### config.mk
export PLATFORM = sky130hd
export DESIGN_NAME = mmap_unit
export DESIGN_NICKNAME = d
export VERILOG_FILES = /design/src/mmap_pkg.sv /design/src/mmap_ptrs.sv /design/src/mmap_decode.sv /design/src/mmap_unit.sv
export SDC_FILE = /design/constraint.sdc
export NUM_CORES = 1
export LEC_CHECK = 0
export CORE_ASPECT_RATIO = 0.7
export CORE_MARGIN = 5
export CORE_UTILIZATION = 55
export DETAILED_ROUTE_END_ITERATION = 10
export DONT_BUFFER_PORTS = 1
export GPL_TIMING_DRIVEN = 1
export HOLD_SLACK_MARGIN = 0.15
export PLACE_DENSITY = 0.7
export SLEW_MARGIN = 20
export SYNTH_ARGS = -nofsm -noshare
export SYNTH_HDL_FRONTEND = slang
export SYNTH_HIERARCHICAL = 1
export SYNTH_SLANG_ARGS = --single-unit
### constraint.sdc
create_clock -name aclk -period 5.6 [get_ports aclk]
set_clock_uncertainty 0.1 [all_clocks]
set_input_delay 0.56 -clock aclk [delete_from_list [all_inputs] [get_ports aclk]]
set_output_delay 0.56 -clock aclk [all_outputs]
set_load 0.01 [all_outputs]
### src/mmap_pkg.sv
package mmap_pkg;

    // ****************************************
    // Segment codes
    // ****************************************
    typedef enum logic [1:0] {
        MMAP_SEG_NONE  = 2'b00,
        MMAP_SEG_FLASH = 2'b01,
        MMAP_SEG_ROM   = 2'b10,
        MMAP_SEG_SRAM  = 2'b11
    } mmap_seg_e;

    // ****************************************
    // Program space map, word addresses
    // ****************************************
    localparam logic [15:0] FLASH_PROG_LO = 16'h0000;
    localparam logic [15:0] FLASH_PROG_HI = 16'h7FFF;
    localparam logic [15:0] ROM_PROG_LO = 16'h8000;
    localparam logic [15:0] ROM_PROG_HI = 16'h8FFF;
    localparam logic [15:0] SRAM_PROG_LO = 16'hA000;
    localparam logic [15:0] SRAM_PROG_HI = 16'hA3FF;
    localparam logic [15:0] USER_RESET_VECTOR = 16'h0000;
    localparam logic [15:0] FETCH_RESET_VALUE = 16'h8000;
    localparam logic [14:0] FLASH_PAGE_WORDS = 15'h4000;

    // ****************************************
    // Data space sizes, words
    // ****************************************
    localparam logic [14:0] SRAM_WORDS = 15'h0400;
    localparam logic [14:0] ROM_WORDS = 15'h1000;
    localparam logic [15:0] DATA_UPPER_BASE = 16'h8000;

    // ****************************************
    // Pointer selects and step codes
    // ****************************************
    localparam logic [1:0] PTR_DP0 = 2'h0;
    localparam logic [1:0] PTR_DP1 = 2'h1;
    localparam logic [1:0] PTR_FRAME = 2'h2;
    localparam logic [1:0] STEP_NONE = 2'h0;
    localparam logic [1:0] STEP_INC = 2'h1;
    localparam logic [1:0] STEP_DEC = 2'h2;

    // ****************************************
    // Register byte offsets and fields
    // ****************************************
    localparam logic [7:0] REG_CTRL = 8'h00;
    localparam logic [7:0] REG_FETCH = 8'h04;
    localparam logic [7:0] REG_DP0 = 8'h08;
    localparam logic [7:0] REG_DP1 = 8'h0C;
    localparam logic [7:0] REG_FBASE = 8'h10;
    localparam logic [7:0] REG_FDISP = 8'h14;
    localparam logic [7:0] REG_STATUS = 8'h18;
    localparam int CTRL_PAGE_BIT = 0;
    localparam int CTRL_BYTE_BIT = 1;
    localparam int STAT_REFUSED_BIT = 2;
    localparam logic [1:0] CTRL_RESET = 2'h0;
    localparam logic [1:0] RESP_OKAY = 2'h0;
    localparam logic [1:0] RESP_SLVERR = 2'h2;

    // Step a 16-bit pointer by one, wrapping
    function automatic logic [15:0] step16(input logic [15:0] v, input logic [1:0] s);
        step16 = (s == STEP_INC) ? v + 16'h0001 : (s == STEP_DEC) ? v - 16'h0001 : v;
    endfunction : step16

    // Step an 8-bit displacement, wrapping FFh <-> 00h
    function automatic logic [7:0] step8(input logic [7:0] v, input logic [1:0] s);
        step8 = (s == STEP_INC) ? v + 8'h01 : (s == STEP_DEC) ? v - 8'h01 : v;
    endfunction : step8

endpackage : mmap_pkg

### src/mmap_ptrs.sv
// Pointer bank: two data pointers, frame base and displacement
module mmap_ptrs
    import mmap_pkg::*;
(
    input wire logic aclk,
    input wire logic aresetn,
    input wire logic ce,
    input wire logic [3:0] sw_we,
    input wire logic [15:0] sw_wdata,
    input wire logic acc_go,
    input wire logic [1:0] acc_sel,
    input wire logic acc_write,
    input wire logic [1:0] acc_step,
    output logic [15:0] dp0_q,
    output logic [15:0] dp1_q,
    output logic [15:0] base_q,
    output logic [7:0] disp_q,
    output logic [15:0] eff_addr
);
    logic [15:0] dp_cur;
    logic [15:0] dp_step;
    logic [7:0] disp_step;
    logic [15:0] dp0_d;
    logic [15:0] dp1_d;
    logic [7:0] disp_d;
    logic pre;

    // Stores step first, loads step afterwards
    assign pre = acc_write;
    assign dp_cur = (acc_sel == PTR_DP1) ? dp1_q : dp0_q;
    assign dp_step = step16(dp_cur, acc_step);
    assign disp_step = step8(disp_q, acc_step); // Base never moves
    // Frame address is an unsigned 16-bit sum
    assign eff_addr = (acc_sel == PTR_FRAME)
        ? base_q + {8'h00, (pre ? disp_step : disp_q)}
        : (pre ? dp_step : dp_cur);

    // Software writes beat a same-cycle step
    assign dp0_d = sw_we[0] ? sw_wdata
        : (acc_go && acc_sel == PTR_DP0) ? dp_step : dp0_q;
    assign dp1_d = sw_we[1] ? sw_wdata
        : (acc_go && acc_sel == PTR_DP1) ? dp_step : dp1_q;
    assign disp_d = sw_we[3] ? sw_wdata[7:0]
        : (acc_go && acc_sel == PTR_FRAME) ? disp_step : disp_q;

    // Pointer registers
    always_ff @(posedge aclk) begin
        if (!aresetn) begin
            dp0_q <= 16'h0000;
            dp1_q <= 16'h0000;
            base_q <= 16'h0000;
            disp_q <= 8'h00;
        end else if (ce) begin
            dp0_q <= dp0_d;
            dp1_q <= dp1_d;
            disp_q <= disp_d;
            if (sw_we[2]) begin
                base_q <= sw_wdata;
            end
        end
    end

endmodule : mmap_ptrs

### src/mmap_decode.sv
// Data space decoder, purely combinational
module mmap_decode
    import mmap_pkg::*;
(
    input wire logic [15:0] addr,
    input wire logic byte_mode,
    input wire logic page_sel,
    input wire logic [1:0] exec_seg,
    input wire logic is_write,
    output logic [1:0] tgt_seg,
    output logic [14:0] tgt_word,
    output logic lane_hi,
    output logic refused
);
    logic upper;
    logic [14:0] off;
    logic [14:0] widx;
    logic [1:0] lo_seg;
    logic [1:0] hi_seg;
    logic in_range;

    // Byte mode keeps the low bit as lane select
    assign upper = addr[15];
    assign off = addr[14:0];
    assign widx = byte_mode ? {1'b0, off[14:1]} : off;
    assign lane_hi = byte_mode & addr[0];

    // Segment depends on executing segment and the upper address bit
    assign lo_seg = (exec_seg == MMAP_SEG_SRAM) ? MMAP_SEG_FLASH : MMAP_SEG_SRAM;
    assign hi_seg = (exec_seg == MMAP_SEG_ROM) ? MMAP_SEG_FLASH : MMAP_SEG_ROM;
    assign tgt_seg = upper ? hi_seg : lo_seg;

    // Byte mode shows one flash page, chosen by the page bit
    assign tgt_word = (tgt_seg == MMAP_SEG_FLASH && byte_mode)
        ? (page_sel ? widx | FLASH_PAGE_WORDS : widx) : widx;

    assign in_range = (tgt_seg == MMAP_SEG_FLASH) ? 1'b1
        : (tgt_seg == MMAP_SEG_ROM) ? (widx < ROM_WORDS) : (widx < SRAM_WORDS);

    // Only SRAM takes direct writes; the executing segment is never data
    assign refused = !in_range || (tgt_seg == exec_seg)
        || (is_write && tgt_seg != MMAP_SEG_SRAM);

endmodule : mmap_decode

### src/mmap_unit.sv
// Register access over AXI4-Lite and the register offsets were left to the implementer.
module mmap_unit
    import mmap_pkg::*;
(
    input wire logic aclk,
    input wire logic aresetn,
    input wire logic ce,
    // AXI4-Lite slave
    input wire logic [7:0] s_axi_awaddr,
    input wire logic s_axi_awvalid,
    output logic s_axi_awready,
    input wire logic [31:0] s_axi_wdata,
    input wire logic [3:0] s_axi_wstrb,
    input wire logic s_axi_wvalid,
    output logic s_axi_wready,
    output logic [1:0] s_axi_bresp,
    output logic s_axi_bvalid,
    input wire logic s_axi_bready,
    input wire logic [7:0] s_axi_araddr,
    input wire logic s_axi_arvalid,
    output logic s_axi_arready,
    output logic [31:0] s_axi_rdata,
    output logic [1:0] s_axi_rresp,
    output logic s_axi_rvalid,
    input wire logic s_axi_rready,
    // Core fetch port
    input wire logic fetch_req,
    output logic fetch_valid_q,
    output logic [15:0] fetch_addr_q,
    output logic [1:0] fetch_seg_q,
    output logic [14:0] fetch_word_q,
    // Core data port
    input wire logic dacc_req,
    input wire logic dacc_write,
    input wire logic [1:0] dacc_sel,
    input wire logic [1:0] dacc_step,
    input wire logic [15:0] dacc_wdata,
    output logic dacc_refused_q,
    output logic dacc_rvalid_q,
    output logic [15:0] dacc_rdata_q,
    // Memory array strobes
    output logic mem_en_q,
    output logic mem_we_q,
    output logic [1:0] mem_seg_q,
    output logic [14:0] mem_word_q,
    output logic [1:0] mem_be_q,
    output logic [15:0] mem_wdata_q,
    input wire logic [15:0] mem_rdata
);

    // ****************************************
    // AXI4-Lite slave
    // ****************************************
    logic aw_held_q;
    logic w_held_q;
    logic [7:0] aw_addr_q;
    logic [31:0] w_data_q;
    logic [3:0] w_strb_q;
    logic wr_fire;
    logic wr_hit;
    logic rd_fire;
    logic rd_hit;
    logic [31:0] rd_word;
    logic [31:0] cur_word;
    logic [15:0] merged;
    logic [1:0] ctrl_q;
    logic [15:0] ip_q;
    logic [1:0] exec_seg_q;
    logic [15:0] dp0;
    logic [15:0] dp1;
    logic [15:0] fbase;
    logic [7:0] fdisp;
    logic [3:0] ptr_we;

    // Ready while the holding slot is empty and no response waits
    assign s_axi_awready = ce && !aw_held_q && !s_axi_bvalid;
    assign s_axi_wready = ce && !w_held_q && !s_axi_bvalid;
    assign s_axi_arready = ce && !s_axi_rvalid;
    assign wr_fire = ce && aw_held_q && w_held_q && !s_axi_bvalid;
    assign rd_fire = s_axi_arvalid && s_axi_arready;

    // Address and data taken in either order
    always_ff @(posedge aclk) begin
        if (!aresetn) begin
            aw_held_q <= 1'b0;
            w_held_q <= 1'b0;
            aw_addr_q <= 8'h00;
            w_data_q <= 32'h0000_0000;
            w_strb_q <= 4'h0;
        end else if (ce) begin
            if (s_axi_awvalid && s_axi_awready) begin
                aw_held_q <= 1'b1;
                aw_addr_q <= s_axi_awaddr;
            end else if (wr_fire) begin
                aw_held_q <= 1'b0;
            end
            if (s_axi_wvalid && s_axi_wready) begin
                w_held_q <= 1'b1;
                w_data_q <= s_axi_wdata;
                w_strb_q <= s_axi_wstrb;
            end else if (wr_fire) begin
                w_held_q <= 1'b0;
            end
        end
    end

    // Read mux over the register map
    function automatic logic [31:0] reg_view(input logic [7:0] a, input logic [15:0] ipv,
                                             input logic [15:0] d0, input logic [15:0] d1,
                                             input logic [15:0] fb, input logic [7:0] fd,
                                             input logic [1:0] ct, input logic [2:0] st);
        case (a)
            REG_CTRL: reg_view = {30'h0000_0000, ct};
            REG_FETCH: reg_view = {16'h0000, ipv};
            REG_DP0: reg_view = {16'h0000, d0};
            REG_DP1: reg_view = {16'h0000, d1};
            REG_FBASE: reg_view = {16'h0000, fb};
            REG_FDISP: reg_view = {24'h00_0000, fd};
            REG_STATUS: reg_view = {29'h0000_0000, st};
            default: reg_view = 32'h0000_0000;
        endcase
    endfunction : reg_view

    // Mapped offsets, used for both channels
    function automatic logic is_mapped(input logic [7:0] a);
        is_mapped = (a <= REG_STATUS) && (a[1:0] == 2'b00);
    endfunction : is_mapped

    assign wr_hit = is_mapped(aw_addr_q) && (aw_addr_q != REG_STATUS);
    assign rd_hit = is_mapped(s_axi_araddr);
    assign rd_word = reg_view(s_axi_araddr, ip_q, dp0, dp1, fbase, fdisp, ctrl_q,
                              {dacc_refused_q, exec_seg_q});
    assign cur_word = reg_view(aw_addr_q, ip_q, dp0, dp1, fbase, fdisp, ctrl_q,
                               {dacc_refused_q, exec_seg_q});
    // Byte strobes merge new bytes into the stored value
    assign merged = {w_strb_q[1] ? w_data_q[15:8] : cur_word[15:8],
                     w_strb_q[0] ? w_data_q[7:0] : cur_word[7:0]};
    assign ptr_we = {wr_fire && wr_hit && aw_addr_q == REG_FDISP,
                     wr_fire && wr_hit && aw_addr_q == REG_FBASE,
                     wr_fire && wr_hit && aw_addr_q == REG_DP1,
                     wr_fire && wr_hit && aw_addr_q == REG_DP0};

    // Responses; status and unmapped writes answer SLVERR
    always_ff @(posedge aclk) begin
        if (!aresetn) begin
            s_axi_bvalid <= 1'b0;
            s_axi_bresp <= RESP_OKAY;
            s_axi_rvalid <= 1'b0;
            s_axi_rresp <= RESP_OKAY;
            s_axi_rdata <= 32'h0000_0000;
        end else if (ce) begin
            if (wr_fire) begin
                s_axi_bvalid <= 1'b1;
                s_axi_bresp <= wr_hit ? RESP_OKAY : RESP_SLVERR;
            end else if (s_axi_bready) begin
                s_axi_bvalid <= 1'b0;
            end
            if (rd_fire) begin
                s_axi_rvalid <= 1'b1;
                s_axi_rresp <= rd_hit ? RESP_OKAY : RESP_SLVERR;
                s_axi_rdata <= rd_word;
            end else if (s_axi_rready) begin
                s_axi_rvalid <= 1'b0;
            end
        end
    end

    // Control register: page select and byte mode
    always_ff @(posedge aclk) begin
        if (!aresetn) begin
            ctrl_q <= CTRL_RESET;
        end else if (ce && wr_fire && wr_hit && aw_addr_q == REG_CTRL) begin
            ctrl_q <= merged[1:0];
        end
    end

    // ****************************************
    // Instruction fetch
    // ****************************************
    logic ip_wr;
    logic [1:0] prog_seg;
    logic [14:0] prog_word;

    // Fixed program map, word addresses only
    assign prog_seg = (ip_q <= FLASH_PROG_HI) ? MMAP_SEG_FLASH
        : (ip_q >= ROM_PROG_LO && ip_q <= ROM_PROG_HI) ? MMAP_SEG_ROM
        : (ip_q >= SRAM_PROG_LO && ip_q <= SRAM_PROG_HI) ? MMAP_SEG_SRAM
        : MMAP_SEG_NONE;
    assign prog_word = (prog_seg == MMAP_SEG_ROM) ? 15'(ip_q - ROM_PROG_LO)
        : (prog_seg == MMAP_SEG_SRAM) ? 15'(ip_q - SRAM_PROG_LO) : ip_q[14:0];
    assign ip_wr = wr_fire && wr_hit && aw_addr_q == REG_FETCH;

    // Counter write beats the step for the next fetch
    always_ff @(posedge aclk) begin
        if (!aresetn) begin
            ip_q <= FETCH_RESET_VALUE;
            exec_seg_q <= MMAP_SEG_ROM;
            fetch_valid_q <= 1'b0;
            fetch_addr_q <= 16'h0000;
            fetch_seg_q <= MMAP_SEG_NONE;
            fetch_word_q <= 15'h0000;
        end else if (ce) begin
            fetch_valid_q <= fetch_req;
            if (ip_wr) begin
                ip_q <= merged;
            end else if (fetch_req) begin
                ip_q <= ip_q + 16'h0001;
            end
            if (fetch_req) begin
                fetch_addr_q <= ip_q;
                fetch_seg_q <= prog_seg;
                fetch_word_q <= prog_word;
                if (prog_seg != MMAP_SEG_NONE) begin
                    exec_seg_q <= prog_seg;
                end
            end
        end
    end

    // ****************************************
    // Data access
    // ****************************************
    logic [15:0] eff_addr;
    logic [1:0] tgt_seg;
    logic [14:0] tgt_word;
    logic lane_hi;
    logic refused;
    logic go;
    logic lane_q;
    logic byte_q;

    // Held back on refusal, pointer steps still apply
    assign go = ce && dacc_req;

    mmap_ptrs u_ptrs (
        .aclk(aclk),
        .aresetn(aresetn),
        .ce(ce),
        .sw_we(ptr_we),
        .sw_wdata(merged),
        .acc_go(dacc_req),
        .acc_sel(dacc_sel),
        .acc_write(dacc_write),
        .acc_step(dacc_step),
        .dp0_q(dp0),
        .dp1_q(dp1),
        .base_q(fbase),
        .disp_q(fdisp),
        .eff_addr(eff_addr)
    );

    mmap_decode u_decode (
        .addr(eff_addr),
        .byte_mode(ctrl_q[CTRL_BYTE_BIT]),
        .page_sel(ctrl_q[CTRL_PAGE_BIT]),
        .exec_seg(exec_seg_q),
        .is_write(dacc_write),
        .tgt_seg(tgt_seg),
        .tgt_word(tgt_word),
        .lane_hi(lane_hi),
        .refused(refused)
    );

    // One memory cycle per access; load or store by direction
    always_ff @(posedge aclk) begin
        if (!aresetn) begin
            mem_en_q <= 1'b0;
            mem_we_q <= 1'b0;
            mem_seg_q <= MMAP_SEG_NONE;
            mem_word_q <= 15'h0000;
            mem_be_q <= 2'b00;
            mem_wdata_q <= 16'h0000;
            dacc_refused_q <= 1'b0;
            lane_q <= 1'b0;
            byte_q <= 1'b0;
        end else if (ce) begin
            mem_en_q <= go && !refused;
            mem_we_q <= go && !refused && dacc_write;
            if (go) begin
                dacc_refused_q <= refused;
                mem_seg_q <= tgt_seg;
                mem_word_q <= tgt_word;
                lane_q <= lane_hi;
                byte_q <= ctrl_q[CTRL_BYTE_BIT];
                // Byte writes touch one bank, the other byte is kept
                mem_be_q <= ctrl_q[CTRL_BYTE_BIT] ? {lane_hi, !lane_hi} : 2'b11;
                mem_wdata_q <= ctrl_q[CTRL_BYTE_BIT]
                    ? {dacc_wdata[7:0], dacc_wdata[7:0]} : dacc_wdata;
            end
        end
    end

    // Read data sampled in the memory cycle; byte reads pick a lane
    always_ff @(posedge aclk) begin
        if (!aresetn) begin
            dacc_rvalid_q <= 1'b0;
            dacc_rdata_q <= 16'h0000;
        end else if (ce) begin
            dacc_rvalid_q <= mem_en_q && !mem_we_q;
            if (mem_en_q && !mem_we_q) begin
                dacc_rdata_q <= byte_q
                    ? {8'h00, (lane_q ? mem_rdata[15:8] : mem_rdata[7:0])}
                    : mem_rdata;
            end
        end
    end

endmodule : mmap_unit

# Word-level counts from Yosys, hierarchy flattened

Index checks and enable logic that the tools add are counted.

Add/subtract/negate cells: 8
Order comparisons: 9
Equality and inequality tests: 25
Muxes and demuxes: 46
Bitwise gates (word level): 1
Reduce and logical (&&, ||, !) cells: 75

Operator list:

| kind                   | number |
|---|---|
| $pmux 16 s7            | 2 |
| $mux 16                | 13 |
| $mux 15                | 5 |
| $mux 8                 | 8 |
| $eq 8x5->1 const B     | 6 |
| $logic_and 1x1->1      | 34 |
| $add 16x1->16 const B  | 2 |
| $eq 8x4->1 const B     | 4 |
| $ge 16x16->1 const B   | 2 |
| $le 16x16->1 const B   | 2 |
| $reduce_and 2->1       | 16 |
| $mux 2                 | 9 |
| $reduce_bool 2->1      | 9 |
| $add 16x8->16          | 1 |
| $eq 8x3->1 const B     | 2 |
| $le 16x15->1 const B   | 1 |
| $le 8x5->1 const B     | 2 |
| $logic_not 8->1        | 2 |
| $sub 16x1->16 const B  | 1 |
| $lt 15x11->1 const B   | 1 |
| $lt 15x13->1 const B   | 1 |
| $sub 15x1->15 const B  | 1 |
| $sub 15x14->15 const B | 1 |
| $eq 2x2->1 const B     | 7 |
| other kinds (12)       | 32 |

Register bits: 233
Input port bits: 99
Output and inout bits: 130
Logic and storage cells: 196

# Longest topological paths before layout

Depth in word-level cells: 17
Depth in mapped cells: 21
Depth with buffers taken out: 21

# Modules after synthesis

The synthesis kept the hierarchy.

By module, submodules not included:

| module      | instances | cells each | area an instance (um^2) | seq. area each (um^2) |
|---|---|---|---|---|
| mmap_unit   | 1         | 947        | 7467.2                  | 2922.8 |
| mmap_ptrs   | 1         | 594        | 4588.2                  | 1121.1 |
| mmap_decode | 1         | 33         | 289.0                   | 0.0 |

# Least setup slack after synthesis

No wires, ideal clock.

Path type: input-to-reg
Start point: in dacc_step[0]
End point: reg mem_en_q
Library setup time: 0.128 ns
Arrival: 3.934 ns
Data required time: 5.372 ns
Slack: 1.438 ns
Cell stages on the path: 20
Path buffers: 0
Cells stage by stage: nand2b_1 > or4_1 > nor4_1 > or2_2 > nand2_1 > xnor2_1 > ha_1 > nand3_1 > o21ai_0 > a2bb2oi_1 > nand3_1 > xnor2_1 > o21ai_0 > a31oi_1 > nand2b_4 > a32oi_1 > o21a_1 > nor2b_1 > mux2i_1 > nor2_1

Longest elaborated chain between the ends: 15
Elaborated cells on any way between the ends: 26
Classes of those cells: 1 x add/sub; 2 x order compare; 6 x eq/ne; 11 x mux; 6 x reduce/logical

Ends and longest elaborated chain:

| what                                                | RTL line                       | text |
|---|---|---|
| start, declared                                     | mmap_unit.sv:36                | `input wire logic [1:0] dacc_step,` |
| $eq 2x2->1                                          | mmap_pkg.sv:62, mmap_pkg.sv:67 |  |
| $mux 8 (2 in series)                                | mmap_pkg.sv:67                 | `step8 = (s == STEP_INC) ? v + 8'h01 : (s == STEP_DEC) ? v - 8'h01 : v;` |
| $mux 8                                              | mmap_ptrs.sv:35                | `? base_q + {8'h00, (pre ? disp_step : disp_q)}` |
| $add 16x8->16                                       | mmap_ptrs.sv:35                |  |
| $mux 16 (*)                                         | mmap_ptrs.sv:35                |  |
| named net eff_addr[12]                              | mmap_unit.sv:223               | `logic [15:0] eff_addr;` |
| $mux 15 (*)                                         | mmap_decode.sv:25              | `assign widx = byte_mode ? {1'b0, off[14:1]} : off;` |
| $lt 15x11->1 / $lt 15x13->1 (equally long branches) | mmap_decode.sv:38              | `: (tgt_seg == MMAP_SEG_ROM) ? (widx < ROM_WORDS) : (widx < SRAM_WORDS);` |
| $mux 1 (*)                                          | mmap_decode.sv:38              |  |
| $mux 1 (*)                                          | mmap_decode.sv:37              | `assign in_range = (tgt_seg == MMAP_SEG_FLASH) ? 1'b1` |
| $logic_not 1->1 (*)                                 | mmap_decode.sv:41              | `assign refused = !in_range \|\| (tgt_seg == exec_seg)` |
| $logic_or 1x1->1 (*)                                | mmap_decode.sv:41              |  |
| $logic_or 1x1->1 (*)                                | mmap_decode.sv:42              | `\|\| (is_write && tgt_seg != MMAP_SEG_SRAM);` |
| named net refused                                   | mmap_unit.sv:227               | `logic refused;` |
| $logic_not 1->1 (*)                                 | mmap_unit.sv:277               | `mem_en_q <= go && !refused;` |
| $logic_and 1x1->1 (*)                               | mmap_unit.sv:277               |  |
| end signal, assigned                                | mmap_unit.sv:277               |  |
| end, declared                                       | mmap_unit.sv:42                | `output logic mem_en_q,` |

Mark *: on every way through the listed nets, which the timed path passes. The rest lies on a longest branch.
A chain may end at the register's enable or synchronous reset.

# Final worst setup path

Start point: reg u_ptrs.disp_q[2]
End point: reg mem_we_q

Longest elaborated chain between the ends: 16
Elaborated cells on any way between the ends: 24
Classes of those cells: 3 x add/sub; 2 x order compare; 4 x eq/ne; 8 x mux; 7 x reduce/logical

Ends and longest elaborated chain:

| what                                                | RTL line          | text |
|---|---|---|
| start, declared                                     | mmap_ptrs.sv:17   | `output logic [7:0] disp_q,` |
| start signal, assigned                              | mmap_ptrs.sv:56   | `disp_q <= disp_d;` |
| $sub 8x1->8                                         | mmap_pkg.sv:67    |  |
| $mux 8 (2 in series)                                | mmap_pkg.sv:67    |  |
| $mux 8 (*)                                          | mmap_ptrs.sv:35   |  |
| $add 16x8->16 (*)                                   | mmap_ptrs.sv:35   |  |
| $mux 16 (*)                                         | mmap_ptrs.sv:35   |  |
| named net eff_addr[14]                              | mmap_unit.sv:223  |  |
| $mux 15 (*)                                         | mmap_decode.sv:25 |  |
| $lt 15x11->1 / $lt 15x13->1 (equally long branches) | mmap_decode.sv:38 |  |
| $mux 1 (*)                                          | mmap_decode.sv:38 |  |
| $mux 1 (*)                                          | mmap_decode.sv:37 |  |
| $logic_not 1->1 (*)                                 | mmap_decode.sv:41 |  |
| $logic_or 1x1->1 (*)                                | mmap_decode.sv:41 |  |
| $logic_or 1x1->1 (*)                                | mmap_decode.sv:42 |  |
| named net refused                                   | mmap_unit.sv:227  |  |
| $logic_not 1->1 (*)                                 | mmap_unit.sv:278  | `mem_we_q <= go && !refused && dacc_write;` |
| $logic_and 1x1->1 (*) (2 in series)                 | mmap_unit.sv:278  |  |
| end signal, assigned                                | mmap_unit.sv:278  |  |
| end, declared                                       | mmap_unit.sv:43   | `output logic mem_we_q,` |

Marks and branches as above.

==> impl_metrics.py <==
metrics = {
    "clock_tree": {
        "cts_setup_buffers": 0,
        "cts.root.buffer_cell": "sky130_fd_sc_hd__clkbuf_16",
        "clkSlewWorstSetupHoldPaths_ns": 0.06,
        "cts_num_sinks": 202,
        "ctsHtreeMaxLevel": 1,
        "clock_latency_ns": 0.52,
        "clk_path_buf_depth": 3,
        "cts_inserted_buffers": 21,
        "cts_tree": "done",
    },
    "timing": {
        "clock.fmax_mhz": 213,
        "rsz0062_at_grt": "no",
        "final_setup_tns_ns": 0,
        "report.final.hold_viol_count": 0,
        "tightest_slew_ns": 1.15,
        "final.period_utilization_pct": 83.8,
        "slew-limit-headroom_pct": 22.2,
        "final-max-slew-violation-count": 0,
        "finalSetupViolCount": 0,
        "period_needed_ns": 4.69,
        "hold_slack_ns": 0.162,
    },
    "floorplanning": {
        "floorplan.die.height_um": 135,
        "initial_core_util_pct": 56.4,
        "rows": 45,
        "floorplan.io_pins": 229,
        "core-area_mm2": 0.0219,
        "die_w_um": 189,
        "die_area_mm2": 0.0256,
    },
    "logic_synthesis": {
        "post_synth_num_cell_types": 85,
        "synth_cells": 1574,
        "most_instantiated_flip_flop_cell_in_the_synthesis_netlist": "sky130_fd_sc_hd__dfxtp_1",
        "number_of_warnings_reported_in_the_yosys_synthesis_log": 6,
        "syn_avg_cell_area_um2": 7.84,
        "synth-seq-area-share_pct": 32.8,
        "postSynthRegisterBits": 202,
        "synth_edf_count": 0,
        "synth.cell_area_mm2": 0.0123,
        "async_set_or_reset_flop_fraction_in_the_synthesized_netlist_pct": 0,
    },
    "pwr": {
        "cell_internal_pwr_w": 0.00248,
        "sequentialPowerShare_pct": 45.4,
        "power.switching_fraction_pct": 26.5,
        "clock_network_fraction_of_design_power_pct": 43.7,
        "power_dissipated_by_switching_net_loads_w": 0.000893,
        "combinationalPowerShare_pct": 10.9,
        "max-vdd-ir-drop_uv": 216,
        "total_leakage_power_nw": 4.85,
        "power.density_cell_area_mw_per_mm2": 250,
    },
    "final_layout": {
        "layout-drive-gt1-share_pct": 7.00,
        "diodes": 0,
        "flow.area_growth_from_synthesis_pct": 9.12,
        "instances_no_fill": 1839,
        "num-fill-cells": 1957,
        "num-nets-final": 1659,
    },
    "worst_hold_path": {
        "holdCritPathClass": "in -> reg",
    },
    "setup_path": {
        "arrival_time_at_the_worst_endpoint_ns": 5.01,
        "path_max_fanout": 9,
        "critical_path_class": "reg -> reg",
        "critical_path.startpoint_type": "flip-flop",
        "critical_path_required_ns": 5.92,
        "critical_path.endpoint_type": "flip-flop",
    },
    "route": {
        "wirelength_um": 45500,
        "routed_wire_length_per_instance_um": 24.7,
        "route.layer.met1.wl_um": 18400,
        "detail_route.first_pass.iterations": 6,
        "ant_nets": 0,
        "post_drt_via_cell_ratio": 6.67,
        "met2_length_um": 18000,
        "detail_route.drc_violations": 0,
        "drt_first_iter_violations": 1554,
        "highest_layer": "met4",
        "dr_wl_met3_um": 7160,
        "route.vias.total": 12300,
    },
    "outcome": {
        "status": "finished, final reports clean",
    },
    "global_route": {
        "initial_antenna_violation_count": 0,
        "groute.usage.overall_pct": 33.3,
        "grt_pass1_vias": 10800,
        "pin_count_of_the_biggest_net_entering_global_routing": 71,
        "wire_length_of_the_first_global_routing_pass_um": 66400,
        "grt_overflow_total": 0,
    },
    "job": {
        "max_cap_violations": 0,
    },
    "placement": {
        "dpl.cell_count": 1743,
        "gp_congestion": 1.05,
        "port_buffers": 0,
        "place.detailed.hpwl_um": 32000,
    },
}
cell usage after synthesis, types with 22 or more instances:
library cell               number  area share (%)
sky130_fd_sc_hd__nand3_1       41             1.7
sky130_fd_sc_hd__and2_1        23             1.2
sky130_fd_sc_hd__a21oi_1      128             5.2
sky130_fd_sc_hd__nor2_1        83             2.5
sky130_fd_sc_hd__nor3_1        22            0.89
sky130_fd_sc_hd__a22o_1        25             1.8
sky130_fd_sc_hd__nand2_1      316             9.6
sky130_fd_sc_hd__clkbuf_1      86             2.6
sky130_fd_sc_hd__o21ai_0       61             2.5
sky130_fd_sc_hd__mux2i_1       50             4.1
sky130_fd_sc_hd__dfxtp_1      202              33
sky130_fd_sc_hd__a22oi_1       38             2.3
sky130_fd_sc_hd__buf_4         33             2.0
sky130_fd_sc_hd__xnor2_1       39             2.8
logic make-up (layout without fill, tap and decap cells):
| group | Yosys count | in the layout | synth area share (%) |
|---|---|---|---|
| AO/OA/AOI/OAI | 420 | 420 | 22.6 |
| XOR/XNOR | 61 | 61 | 4.39 |
| adder cells (fa/ha/maj) | 18 | 18 | 1.89 |
| buffers and inverters | 166 | 132 | 6.67 |
| flip-flops | 202 | 202 | 32.8 |
| multiplexers | 78 | 78 | 7.17 |
| other | 1 | 18 | 0.0304 |
| AND/OR/NAND/NOR | 628 | 628 | 24.5 |
critical path, stage by stage, from the launching register on:
cell and delay, ns:
sky130_fd_sc_hd__dfxtp_1 0.48, sky130_fd_sc_hd__or4_1 0.56, sky130_fd_sc_hd__nor4_1 0.25, sky130_fd_sc_hd__or2_2 0.22, sky130_fd_sc_hd__nand2_1 0.07, sky130_fd_sc_hd__xnor2_1 0.33
sky130_fd_sc_hd__ha_1 0.29, sky130_fd_sc_hd__nand3_1 0.09, sky130_fd_sc_hd__o21ai_0 0.27, sky130_fd_sc_hd__a2bb2oi_1 0.42, sky130_fd_sc_hd__nand3_1 0.17, sky130_fd_sc_hd__xnor2_1 0.17
sky130_fd_sc_hd__nor2_1 0.11, sky130_fd_sc_hd__a21oi_1 0.08, sky130_fd_sc_hd__nor2_1 0.18, sky130_fd_sc_hd__a32oi_1 0.12, sky130_fd_sc_hd__o21a_1 0.21, sky130_fd_sc_hd__nor2b_1 0.20
sky130_fd_sc_hd__nand3_1 0.11, sky130_fd_sc_hd__a21oi_1 0.17
power by group through the flow:
stage | registers (W) | logic, W | clock network, W
after floorplan | 0.00153 | 0.000280 | 0
after global placement | 0.00156 | 0.000305 | 0
after detailed placement | 0.00156 | 0.000310 | 0
after CTS | 0.00153 | 0.000355 | 0.00149
after global routing | 0.00153 | 0.000395 | 0.00154
final | 0.00153 | 0.000368 | 0.00147
layout make-up:
cell class | count | area, um2 | area share [%]
multi-input combinational | 1223 | 7550 | 56.0
sequential | 202 | 4040 | 30.0
timing repair buffer | 75 | 726 | 5.39
clock buffer | 29 | 616 | 4.57
tap | 282 | 353 | 2.62
clock inverter | 9 | 113 | 0.836
inverter | 19 | 72.6 | 0.539
layer usage:
layer | up-vias | global-route usage, %
met2 | 841 | 47.0
met4 | 0 | 11.0
met5 | - | 0
met3 | 134 | 15.5
met1 | 5778 | 45.1
li1 | 5517 | -
stage by stage:
stage	total power (W)	utilization, %	setup slack (ns)	cell area, um2
2_1_floorplan	0.00181	-	1.44	12400
3_3_place_gp	0.00186	55.4	0.892	12100
3_5_place_dp	0.00187	55.4	0.831	12100
4_1_cts	0.00337	61.5	0.990	13500
5_1_grt	0.00346	61.5	0.590	13500
6_report	0.00337	61.5	0.908	13500
layout by cell type, fill, tap and decap left out, types with 12 or more instances in the layout:
master / netlist / routed
sky130_fd_sc_hd__a211oi_1: 14 / 14
sky130_fd_sc_hd__a21boi_0: 19 / 19
sky130_fd_sc_hd__a21oi_1: 128 / 128
sky130_fd_sc_hd__a22o_1: 25 / 25
sky130_fd_sc_hd__a22oi_1: 38 / 38
sky130_fd_sc_hd__a31oi_1: 19 / 19
sky130_fd_sc_hd__a32oi_1: 17 / 17
sky130_fd_sc_hd__and2_1: 23 / 23
sky130_fd_sc_hd__buf_4: 33 / 17
sky130_fd_sc_hd__clkbuf_16: 0 / 21
sky130_fd_sc_hd__conb_1: 1 / 18
sky130_fd_sc_hd__dfxtp_1: 202 / 202
sky130_fd_sc_hd__dlygate4sd3_1: 0 / 57
sky130_fd_sc_hd__ha_1: 17 / 17
sky130_fd_sc_hd__inv_1: 19 / 18
sky130_fd_sc_hd__mux2_2: 17 / 17
sky130_fd_sc_hd__mux2i_1: 50 / 50
sky130_fd_sc_hd__nand2_1: 316 / 316
sky130_fd_sc_hd__nand2b_1: 18 / 18
sky130_fd_sc_hd__nand3_1: 41 / 41
sky130_fd_sc_hd__nand3b_1: 17 / 17
sky130_fd_sc_hd__nand4_1: 19 / 19
sky130_fd_sc_hd__nor2_1: 83 / 83
sky130_fd_sc_hd__nor2b_1: 19 / 19
sky130_fd_sc_hd__nor3_1: 22 / 22
sky130_fd_sc_hd__o21ai_0: 61 / 61
sky130_fd_sc_hd__o21ai_1: 16 / 16
sky130_fd_sc_hd__o22ai_1: 12 / 12
sky130_fd_sc_hd__xnor2_1: 39 / 39
sky130_fd_sc_hd__xor2_1: 21 / 21
worst paths after layout:
path / startpoint / endpoint / slack, ns / depth (start not counted)
min reg2reg: w_data_q[7] / w_data_q[7] / 0.36 / 2
max: u_ptrs/disp_q[2] / mem_we_q / 0.91 / 19
min: mem_rdata[11] / dacc_rdata_q[3] / 0.16 / 2
max reg2reg: u_ptrs/disp_q[2] / mem_we_q / 0.91 / 19
what timing repair did:
item,4_1_cts,5_1_grt
hold buffers,58,0
resized for setup,0,0
hold endpoints to repair,119,0
(Power assumes the default switching activity.)
